[src/design/mpks_pkg.sv]
// How it works
// [RL1] host holds key low 100ms, typ 500ms
// [RL2] status high no earlier than 15s
// [RL3] serial port ready after 13s
// [RL4] aux supply ready after 2.5s
// [RL5] bus port ready after 11s
// [RL6] key held grounded powers on automatically
// [RL7] host holds key low 2.5s to switch off
// [RL8] status low after 25s on power-off
// [RL9] serial port off after 14s
// [RL10] bus port off after 27s
// [RL11] power-on may follow power-off immediately
// [RL12] software shutdown command powers off
// [RL13] supply outside window powers off
// [RL14] temperature warning outside -30..80, off outside -40..85
// [RL15] detach and save before removing power
// [RL16] status high only when powered and ready
// [RL17] host drives reset low 100 to 500ms
// [RL18] reset only as emergency measure
// [RL19] supply warning and shutdown disabled at power-up
// [RL20] short key or reset pulses ignored
package mpks_pkg;
   localparam int unsigned CLK_HZ = 125_000_000;
   localparam int unsigned CLK_PER_MS = CLK_HZ / 1000;
   localparam int unsigned T_ON_MIN_MS = 100;
   localparam int unsigned T_ON_TYP_MS = 500;
   localparam int unsigned T_OFF_KEY_MS = 2500;
   localparam int unsigned T_ON_STATUS_MS = 16000;
   localparam int unsigned T_ON_UART_MS = 14000;
   localparam int unsigned T_ON_AUX_MS = 2500;
   localparam int unsigned T_ON_USB_MS = 12000;
   localparam int unsigned T_OFF_STATUS_MS = 26000;
   localparam int unsigned T_OFF_UART_MS = 15000;
   localparam int unsigned T_OFF_USB_MS = 28000;
   localparam int unsigned T_RST_MIN_MS = 100;
   localparam int unsigned T_RST_TYP_MS = 200;
   localparam int unsigned T_RST_MAX_MS = 500;
   localparam int unsigned T_DETACH_MS = 1000;
   localparam int signed TEMP_WARN_LO = -30;
   localparam int signed TEMP_WARN_HI = 80;
   localparam int signed TEMP_OFF_LO = -40;
   localparam int signed TEMP_OFF_HI = 85;
   localparam int unsigned MS_W = 16;
   localparam int unsigned SUB_W = 17;
   localparam int unsigned VOLT_W = 12;
   localparam int unsigned TEMP_W = 8;
   localparam logic [SUB_W-1:0] SUB_LAST = SUB_W'(CLK_PER_MS - 1);
endpackage : mpks_pkg

[src/design/mpks_if.sv]
`timescale 1ns/100ps
interface mpks_if;
   logic pwr_key_n_o;
   logic pwr_key_n_oe_n;
   logic reset_n_o;
   logic reset_n_oe_n;
   logic status;
   logic uart_ready;
   logic usb_ready;
   logic aux_ready;
   modport device (input pwr_key_n_o, input pwr_key_n_oe_n, input reset_n_o, input reset_n_oe_n,
      output status, output uart_ready, output usb_ready, output aux_ready);
   modport host (output pwr_key_n_o, output pwr_key_n_oe_n, output reset_n_o, output reset_n_oe_n,
      input status, input uart_ready, input usb_ready, input aux_ready);
endinterface : mpks_if

[src/design/mpks_device.sv]
`timescale 1ns/100ps
module mpks_device #(
   parameter int unsigned SCALE_MS = mpks_pkg::CLK_PER_MS
) (
   input wire logic i_sys_clk,
   input wire logic i_sys_rst,
   mpks_if.device bus,
   input wire logic i_sw_shutdown,
   input wire logic i_supply_window_en,
   input wire logic i_supply_warning_en,
   input wire logic i_cfg_valid,
   input wire logic [mpks_pkg::VOLT_W-1:0] i_volt,
   input wire logic [mpks_pkg::VOLT_W-1:0] i_volt_lo,
   input wire logic [mpks_pkg::VOLT_W-1:0] i_volt_hi,
   input wire logic signed [mpks_pkg::TEMP_W-1:0] i_temp,
   output logic o_supply_warning,
   output logic o_temp_warning,
   output logic o_fw_ready,
   output logic o_safe_state
);
   typedef enum logic [2:0] {
      ST_OFF = 3'b000,
      ST_BOOT = 3'b001,
      ST_ON = 3'b010,
      ST_DETACH = 3'b011,
      ST_DOWN = 3'b100
   } mpks_state_t;
   mpks_state_t st_r, st_nxt;
   logic [mpks_pkg::SUB_W-1:0] sub_r, sub_nxt;
   logic [mpks_pkg::MS_W-1:0] ms_r, ms_nxt;
   logic [mpks_pkg::MS_W-1:0] key_ms_r, key_ms_nxt;
   logic [mpks_pkg::MS_W-1:0] rst_ms_r, rst_ms_nxt;
   logic key_s1_r, key_s2_r, rst_s1_r, rst_s2_r;
   logic key_used_r, key_used_nxt;
   logic win_en_r, win_en_nxt, warn_en_r, warn_en_nxt;
   logic status_r, status_nxt, uart_r, uart_nxt, usb_r, usb_nxt, aux_r, aux_nxt;
   logic vwarn_r, vwarn_nxt, twarn_r, twarn_nxt;
   logic tick, key_low, rst_low, v_out, t_warn, t_off, rst_fire;
   logic key_on, key_off;
   always_ff @(posedge i_sys_clk) begin
      key_s1_r <= i_sys_rst ? 1'b1 : (bus.pwr_key_n_oe_n ? 1'b1 : bus.pwr_key_n_o);
      key_s2_r <= i_sys_rst ? 1'b1 : key_s1_r;
      rst_s1_r <= i_sys_rst ? 1'b1 : (bus.reset_n_oe_n ? 1'b1 : bus.reset_n_o);
      rst_s2_r <= i_sys_rst ? 1'b1 : rst_s1_r;
   end
   assign tick = (sub_r >= mpks_pkg::SUB_W'(SCALE_MS - 1));
   assign key_low = !key_s2_r;
   assign rst_low = !rst_s2_r;
   assign key_on = key_low && !key_used_r && (key_ms_r >= mpks_pkg::MS_W'(mpks_pkg::T_ON_MIN_MS)); // RL1 RL20
   assign key_off = key_low && !key_used_r && (key_ms_r >= mpks_pkg::MS_W'(mpks_pkg::T_OFF_KEY_MS)); // RL7 RL20
   assign rst_fire = !rst_low && (rst_ms_r >= mpks_pkg::MS_W'(mpks_pkg::T_RST_MIN_MS)); // RL17 RL20
   assign v_out = win_en_r && ((i_volt < i_volt_lo) || (i_volt > i_volt_hi)); // RL13
   assign t_warn = ($signed(i_temp) < mpks_pkg::TEMP_W'(mpks_pkg::TEMP_WARN_LO))
      || ($signed(i_temp) > mpks_pkg::TEMP_W'(mpks_pkg::TEMP_WARN_HI)); // RL14
   assign t_off = ($signed(i_temp) < mpks_pkg::TEMP_W'(mpks_pkg::TEMP_OFF_LO))
      || ($signed(i_temp) > mpks_pkg::TEMP_W'(mpks_pkg::TEMP_OFF_HI)); // RL14
   always_comb begin
      sub_nxt = tick ? '0 : sub_r + 1'b1;
      key_ms_nxt = key_ms_r;
      rst_ms_nxt = rst_ms_r;
      key_used_nxt = key_used_r;
      if (!key_low) begin
         key_ms_nxt = '0;
         key_used_nxt = 1'b0;
      end else if (tick && key_ms_r != '1) begin
         key_ms_nxt = key_ms_r + 1'b1;
      end
      if (!rst_low) begin
         rst_ms_nxt = '0;
      end else if (tick && rst_ms_r != '1) begin
         rst_ms_nxt = rst_ms_r + 1'b1;
      end
      st_nxt = st_r;
      ms_nxt = (tick && ms_r != '1) ? ms_r + 1'b1 : ms_r;
      win_en_nxt = (i_cfg_valid && st_r != ST_OFF) ? i_supply_window_en : win_en_r;
      warn_en_nxt = (i_cfg_valid && st_r != ST_OFF) ? i_supply_warning_en : warn_en_r;
      status_nxt = status_r;
      uart_nxt = uart_r;
      usb_nxt = usb_r;
      aux_nxt = aux_r;
      unique case (st_r)
         ST_OFF: begin
            if (key_on) begin // RL6 RL11
               st_nxt = ST_BOOT;
               ms_nxt = '0;
               key_used_nxt = 1'b1;
               win_en_nxt = 1'b0; // RL19
               warn_en_nxt = 1'b0; // RL19
            end
         end
         ST_BOOT, ST_ON: begin
            if (ms_r >= mpks_pkg::MS_W'(mpks_pkg::T_ON_AUX_MS)) aux_nxt = 1'b1; // RL4
            if (ms_r >= mpks_pkg::MS_W'(mpks_pkg::T_ON_USB_MS)) usb_nxt = 1'b1; // RL5
            if (ms_r >= mpks_pkg::MS_W'(mpks_pkg::T_ON_UART_MS)) uart_nxt = 1'b1; // RL3
            if (ms_r >= mpks_pkg::MS_W'(mpks_pkg::T_ON_STATUS_MS)) begin
               status_nxt = 1'b1; // RL2 RL16
               st_nxt = ST_ON;
            end
            if (key_off || i_sw_shutdown || v_out || t_off) begin // RL12 RL13 RL14
               st_nxt = ST_DETACH;
               ms_nxt = '0;
               key_used_nxt = key_low ? 1'b1 : key_used_r;
            end
         end
         ST_DETACH, ST_DOWN: begin
            if (ms_r >= mpks_pkg::MS_W'(mpks_pkg::T_DETACH_MS)) st_nxt = ST_DOWN; // RL15
            if (ms_r >= mpks_pkg::MS_W'(mpks_pkg::T_OFF_UART_MS)) uart_nxt = 1'b0; // RL9
            if (ms_r >= mpks_pkg::MS_W'(mpks_pkg::T_OFF_STATUS_MS)) status_nxt = 1'b0; // RL8 RL16
            if (ms_r >= mpks_pkg::MS_W'(mpks_pkg::T_OFF_USB_MS)) begin
               usb_nxt = 1'b0; // RL10
               aux_nxt = 1'b0;
               st_nxt = ST_OFF;
            end
         end
         default: st_nxt = ST_OFF;
      endcase
      if (rst_fire) begin
         st_nxt = ST_OFF;
         status_nxt = 1'b0;
         uart_nxt = 1'b0;
         usb_nxt = 1'b0;
         aux_nxt = 1'b0;
      end
      vwarn_nxt = warn_en_r && (i_volt < i_volt_lo || i_volt > i_volt_hi) && status_r;
      twarn_nxt = t_warn && status_r; // RL14
   end
   always_ff @(posedge i_sys_clk) begin
      if (i_sys_rst) begin
         st_r <= ST_OFF;
         sub_r <= '0;
         ms_r <= '0;
         key_ms_r <= '0;
         rst_ms_r <= '0;
         key_used_r <= 1'b0;
         win_en_r <= 1'b0;
         warn_en_r <= 1'b0;
         status_r <= 1'b0;
         uart_r <= 1'b0;
         usb_r <= 1'b0;
         aux_r <= 1'b0;
         vwarn_r <= 1'b0;
         twarn_r <= 1'b0;
      end else begin
         st_r <= st_nxt;
         sub_r <= sub_nxt;
         ms_r <= ms_nxt;
         key_ms_r <= key_ms_nxt;
         rst_ms_r <= rst_ms_nxt;
         key_used_r <= key_used_nxt;
         win_en_r <= win_en_nxt;
         warn_en_r <= warn_en_nxt;
         status_r <= status_nxt;
         uart_r <= uart_nxt;
         usb_r <= usb_nxt;
         aux_r <= aux_nxt;
         vwarn_r <= vwarn_nxt;
         twarn_r <= twarn_nxt;
      end
   end
   assign bus.status = status_r;
   assign bus.uart_ready = uart_r;
   assign bus.usb_ready = usb_r;
   assign bus.aux_ready = aux_r;
   assign o_supply_warning = vwarn_r;
   assign o_temp_warning = twarn_r;
   assign o_fw_ready = status_r;
   assign o_safe_state = (st_r == ST_DOWN);
endmodule : mpks_device

[src/flat_wrapper.sv]
// flat-port wrapper written by rule: the top's interface ports become plain ports
module mpks_device_flat 
#(
   parameter int unsigned SCALE_MS = mpks_pkg::CLK_PER_MS
)
  (i_sys_clk, i_sys_rst, i_sw_shutdown, i_supply_window_en, i_supply_warning_en, i_cfg_valid, i_volt, i_volt_lo, i_volt_hi, i_temp, o_supply_warning, o_temp_warning, o_fw_ready, o_safe_state, bus_pwr_key_n_o, bus_pwr_key_n_oe_n, bus_reset_n_o, bus_reset_n_oe_n, bus_status, bus_uart_ready, bus_usb_ready, bus_aux_ready);
  mpks_if bus_i ();
  input wire logic i_sys_clk;
  input wire logic i_sys_rst;
  input wire logic i_sw_shutdown;
  input wire logic i_supply_window_en;
  input wire logic i_supply_warning_en;
  input wire logic i_cfg_valid;
  input wire logic [mpks_pkg::VOLT_W-1:0] i_volt;
  input wire logic [mpks_pkg::VOLT_W-1:0] i_volt_lo;
  input wire logic [mpks_pkg::VOLT_W-1:0] i_volt_hi;
  input wire logic signed [mpks_pkg::TEMP_W-1:0] i_temp;
  output logic o_supply_warning;
  output logic o_temp_warning;
  output logic o_fw_ready;
  output logic o_safe_state;
  input wire logic [$bits(bus_i.pwr_key_n_o)-1:0] bus_pwr_key_n_o;
  input wire logic [$bits(bus_i.pwr_key_n_oe_n)-1:0] bus_pwr_key_n_oe_n;
  input wire logic [$bits(bus_i.reset_n_o)-1:0] bus_reset_n_o;
  input wire logic [$bits(bus_i.reset_n_oe_n)-1:0] bus_reset_n_oe_n;
  output wire logic [$bits(bus_i.status)-1:0] bus_status;
  output wire logic [$bits(bus_i.uart_ready)-1:0] bus_uart_ready;
  output wire logic [$bits(bus_i.usb_ready)-1:0] bus_usb_ready;
  output wire logic [$bits(bus_i.aux_ready)-1:0] bus_aux_ready;
  assign bus_i.pwr_key_n_o = bus_pwr_key_n_o;
  assign bus_i.pwr_key_n_oe_n = bus_pwr_key_n_oe_n;
  assign bus_i.reset_n_o = bus_reset_n_o;
  assign bus_i.reset_n_oe_n = bus_reset_n_oe_n;
  assign bus_status = bus_i.status;
  assign bus_uart_ready = bus_i.uart_ready;
  assign bus_usb_ready = bus_i.usb_ready;
  assign bus_aux_ready = bus_i.aux_ready;
  mpks_device #(.SCALE_MS(SCALE_MS)) u_core (.i_sys_clk(i_sys_clk), .i_sys_rst(i_sys_rst), .bus(bus_i), .i_sw_shutdown(i_sw_shutdown), .i_supply_window_en(i_supply_window_en), .i_supply_warning_en(i_supply_warning_en), .i_cfg_valid(i_cfg_valid), .i_volt(i_volt), .i_volt_lo(i_volt_lo), .i_volt_hi(i_volt_hi), .i_temp(i_temp), .o_supply_warning(o_supply_warning), .o_temp_warning(o_temp_warning), .o_fw_ready(o_fw_ready), .o_safe_state(o_safe_state));
endmodule
[config.mk]
export PLATFORM = sky130hd
export DESIGN_NAME = mpks_device_flat
export DESIGN_NICKNAME = d
export VERILOG_FILES = /design/src/design/mpks_pkg.sv /design/src/design/mpks_if.sv /design/src/design/mpks_device.sv /design/src/flat_wrapper.sv
export SDC_FILE = /design/constraint.sdc
export NUM_CORES = 1
export LEC_CHECK = 0
export ABC_AREA = 1
export BUFFER_PORTS_ARGS = -buffer_cell sky130_fd_sc_hd__buf_2
export CORE_MARGIN = 10
export CORE_UTILIZATION = 63
export DETAILED_ROUTE_END_ITERATION = 16
export HOLD_SLACK_MARGIN = 0.05
export PLACE_DENSITY = 0.95
export SYNTH_ARGS = -nofsm -noshare
export SYNTH_HDL_FRONTEND = slang
export SYNTH_SLANG_ARGS = --single-unit
export TNS_END_PERCENT = 100
[constraint.sdc]
create_clock -name i_sys_clk -period 4.55 [get_ports i_sys_clk]
set_input_delay 1.1375 -clock i_sys_clk [delete_from_list [all_inputs] [get_ports i_sys_clk]]
set_output_delay 1.1375 -clock i_sys_clk [all_outputs]
set_load 0.01 [all_outputs]
==> flow_metrics.tcl <==
set metrics [dict create \
    outcome "finished, final reports clean" \
    placementRows 32 \
    slew_headroom_pct 51.4 \
    vias_per_cell 5.39 \
    start_kind "input port" \
    synth_fa_ha_area_share_pct 7.39 \
    clockBufferDepth 2 \
    overflow 0 \
    synth.yosys.seq_area_share_pct 31.9 \
    syn_nets 834 \
    cts_setup_buffers 0 \
    port-buffer-count 61 \
    maxCapViolCount 0 \
    ios 62 \
    grt_setup_unrepaired "no" \
    setup_viol 0 \
    coreArea_um2 7770 \
    postCtsHoldBufs 0 \
    nets 898 \
    die_area_um2 12100 \
    final_common_cell "nand2_1" \
    cp_max_fo 15 \
    htree_levels 3 \
    endpoint_kind "register" \
    synth_area_um2 5080 \
    tns_ns 0 \
    synth_xor_area_share_pct 3.28 \
    die_width_um 110 \
    wire_per_inst_um 12.9 \
    synthDistinctLibCells 50 \
    synth_top_family_by_area "simple AND/OR/NAND/NOR gates" \
    die_y_um 110 \
    clkTransAtPathRegs_ns 0.08 \
    tightestPinTransition_ns 0.726 \
    drive_gt1_share_pct 14.9 \
    grt_pass1_vias 4735 \
    n_antenna_cell 0 \
    track_usage_pct 19.6 \
    syn_inst 750 \
    synth_edf_count 0 \
    drt_wl_total_mm 11.9 \
    drt_first_pass_iters 5 \
    period_minus_slack_ns 2.59 \
    wl_met3_um 928 \
    cts_resized 0 \
    synth_compound_area_share_pct 11.9 \
    syn_area_per_cell_um2 6.77 \
    finalCritPeriodShare_pct 57.0 \
    start_util_pct 65.4 \
    grt_max_degree 18 \
    clock_sinks 81 \
    crit_type "in2reg" \
    highest_layer "met4" \
    drt-met1-wl_mm 5.01 \
    crit_required_ns 4.78 \
    synth.area.mux_share_pct 0.444 \
    ys.flop_type "dfxtp_1" \
    register_area_um2 1620 \
    hold_violations 0 \
    fin_ws_ns 1.96 \
    drt_iter0_drc 280 \
    layout.cells.most_common_list "nand2_1, inv_1, nor2_1" \
    power_mw 1.61 \
    synth_seq_cells 81 \
    clockRootBuffer "clkbuf_8" \
    met2WireLength_mm 5.59 \
    grt_pass1_wl_mm 19.8 \
    hold_class "reg2reg" \
    drc_errors 0 \
    synthArstFlopShare_pct 0 \
    numCtsBuffers 9 \
    power.density_nw_per_um2 285 \
    gp_congestion 0.920 \
    num_vias 4949 \
    power.leakage_nw 2.47 \
    peakVddDrop_v 0.000225 \
    syn_to_final_growth_pct 11.2 \
    finalMaxSlewViolations 0 \
    cts_tree "yes" \
    multi_input_area_um2 2890 \
    crit_arrival_ns 2.83 \
    finClkSkew_ns 0.0127 \
    fillers 596 \
    insertion_delay_ns 0.36 \
    antenna_found_initial 0 \
    hpwlAfterDp_mm 9.32 \
    synthSimpleGateAreaFrac_pct 33.9 \
    timing.fmax_ghz 0.386 \
    place_ws_ns 1.58 \
    detail-route-antenna-nets 0 \
    yosys_warnings 0 \
]
synth_stat cells (5+ instances only):
cell	number	share of area, %
nand4_1	19	2.3
ha_1	30	7.4
nor2_2	6	0.74
dfxtp_1	81	32
nand3_1	48	4.7
xor2_1	16	2.8
o21ai_1	7	0.69
inv_2	5	0.37
nor2_1	84	6.2
nand2_1	147	11
a31oi_1	6	0.74
a21oi_1	53	5.2
inv_1	127	9.4
o21ai_0	27	2.7
nor4_1	5	0.62
nand2_2	9	1.1
nor3_1	16	1.6
through the flow:
stage | instance area [µm²] | utilization (%) | hold slack [ns] | cells
2_1_floorplan | 5080 | - | 0.389 | 750
3_3_place_gp | 5460 | 70.3 | 0.404 | 905
3_5_place_dp | 5460 | 70.3 | 0.396 | 905
4_1_cts | 5650 | 72.7 | 0.414 | 919
5_1_grt | 5650 | 72.7 | 0.433 | 919
6_report | 5650 | 72.7 | 0.412 | 919
flip-flops by register name (all words and copies together), names as in the netlist:
signal                   flops
u_core.key_used_r            1
u_core.o_temp_warning        1
u_core.win_en_r              1
u_core.warn_en_r             1
u_core.sub_r                17
u_core.st_r                  3
u_core.rst_ms_r             16
u_core.bus.status            1
u_core.o_supply_warning      1
u_core.bus.usb_ready         1
u_core.rst_s1_r              1
u_core.bus.uart_ready        1
u_core.key_s2_r              1
u_core.bus.aux_ready         1
u_core.ms_r                 16
u_core.key_s1_r              1
u_core.key_ms_r             16
u_core.rst_s2_r              1
where the power goes:
part           leakage [nW]  internal (mW)  total (mW)  switching, mW
Combinational          1.72          0.125       0.339          0.214
Clock                0.0913          0.262       0.513          0.252
Sequential            0.655          0.739       0.759         0.0200
Total                  2.47           1.13        1.61          0.486
cell families after synthesis:
| family | count (synthesis) |
|---|---|
| buf+inv | 144 |
| fa+ha+maj | 30 |
| compound gates | 109 |
| simple gates | 365 |
| mux | 2 |
| xor+xnor | 19 |
| flops | 81 |
worst paths after layout:
kind,startpoint,depth (start not counted),to,slack [ns]
min,u_core.rst_s1_r$_SDFF_PP1_,1,u_core.rst_s2_r$_SDFF_PP1_,0.41
max,i_volt[11],17,u_core.ms_r[14]$_SDFF_PP0_,1.96
max reg2reg,u_core.ms_r[0]$_SDFF_PP0_,13,u_core.ms_r[9]$_SDFF_PP0_,2.52
min reg2reg,u_core.rst_s1_r$_SDFF_PP1_,1,u_core.rst_s2_r$_SDFF_PP1_,0.41
per-layer routing:
metal	vias to the layer above	global-route usage (%)
li1	2543	-
met1	2197	22.4
met2	178	34.4
met3	31	3.98
met4	0	8.74
met5	-	0
layout make-up:
| cell class | count | area share [%] |
|---|---|---|
| Timing Repair Buffer | 61 | 5.41 |
| Tap cell | 102 | 2.26 |
| Sequential cell | 81 | 28.7 |
| Clock buffer | 11 | 2.50 |
| Multi-Input combinational cell | 525 | 51.2 |
| Clock inverter | 3 | 0.753 |
| Inverter | 136 | 9.20 |
critical path: stages:
cell and delay (ns):
buf_2 0.11, ha_1 0.28, nand2_1 0.07, inv_1 0.05
nand2_1 0.06, nor2_1 0.14, nand2_1 0.07, nand3_1 0.06
nand2_1 0.05, nand2_1 0.07, nand2_1 0.07, nand2_1 0.08
nand2_1 0.07, nand2_1 0.09, nand2_2 0.08, nand2_2 0.25
nor2_1 0.09
(Power assumes the default switching activity.)
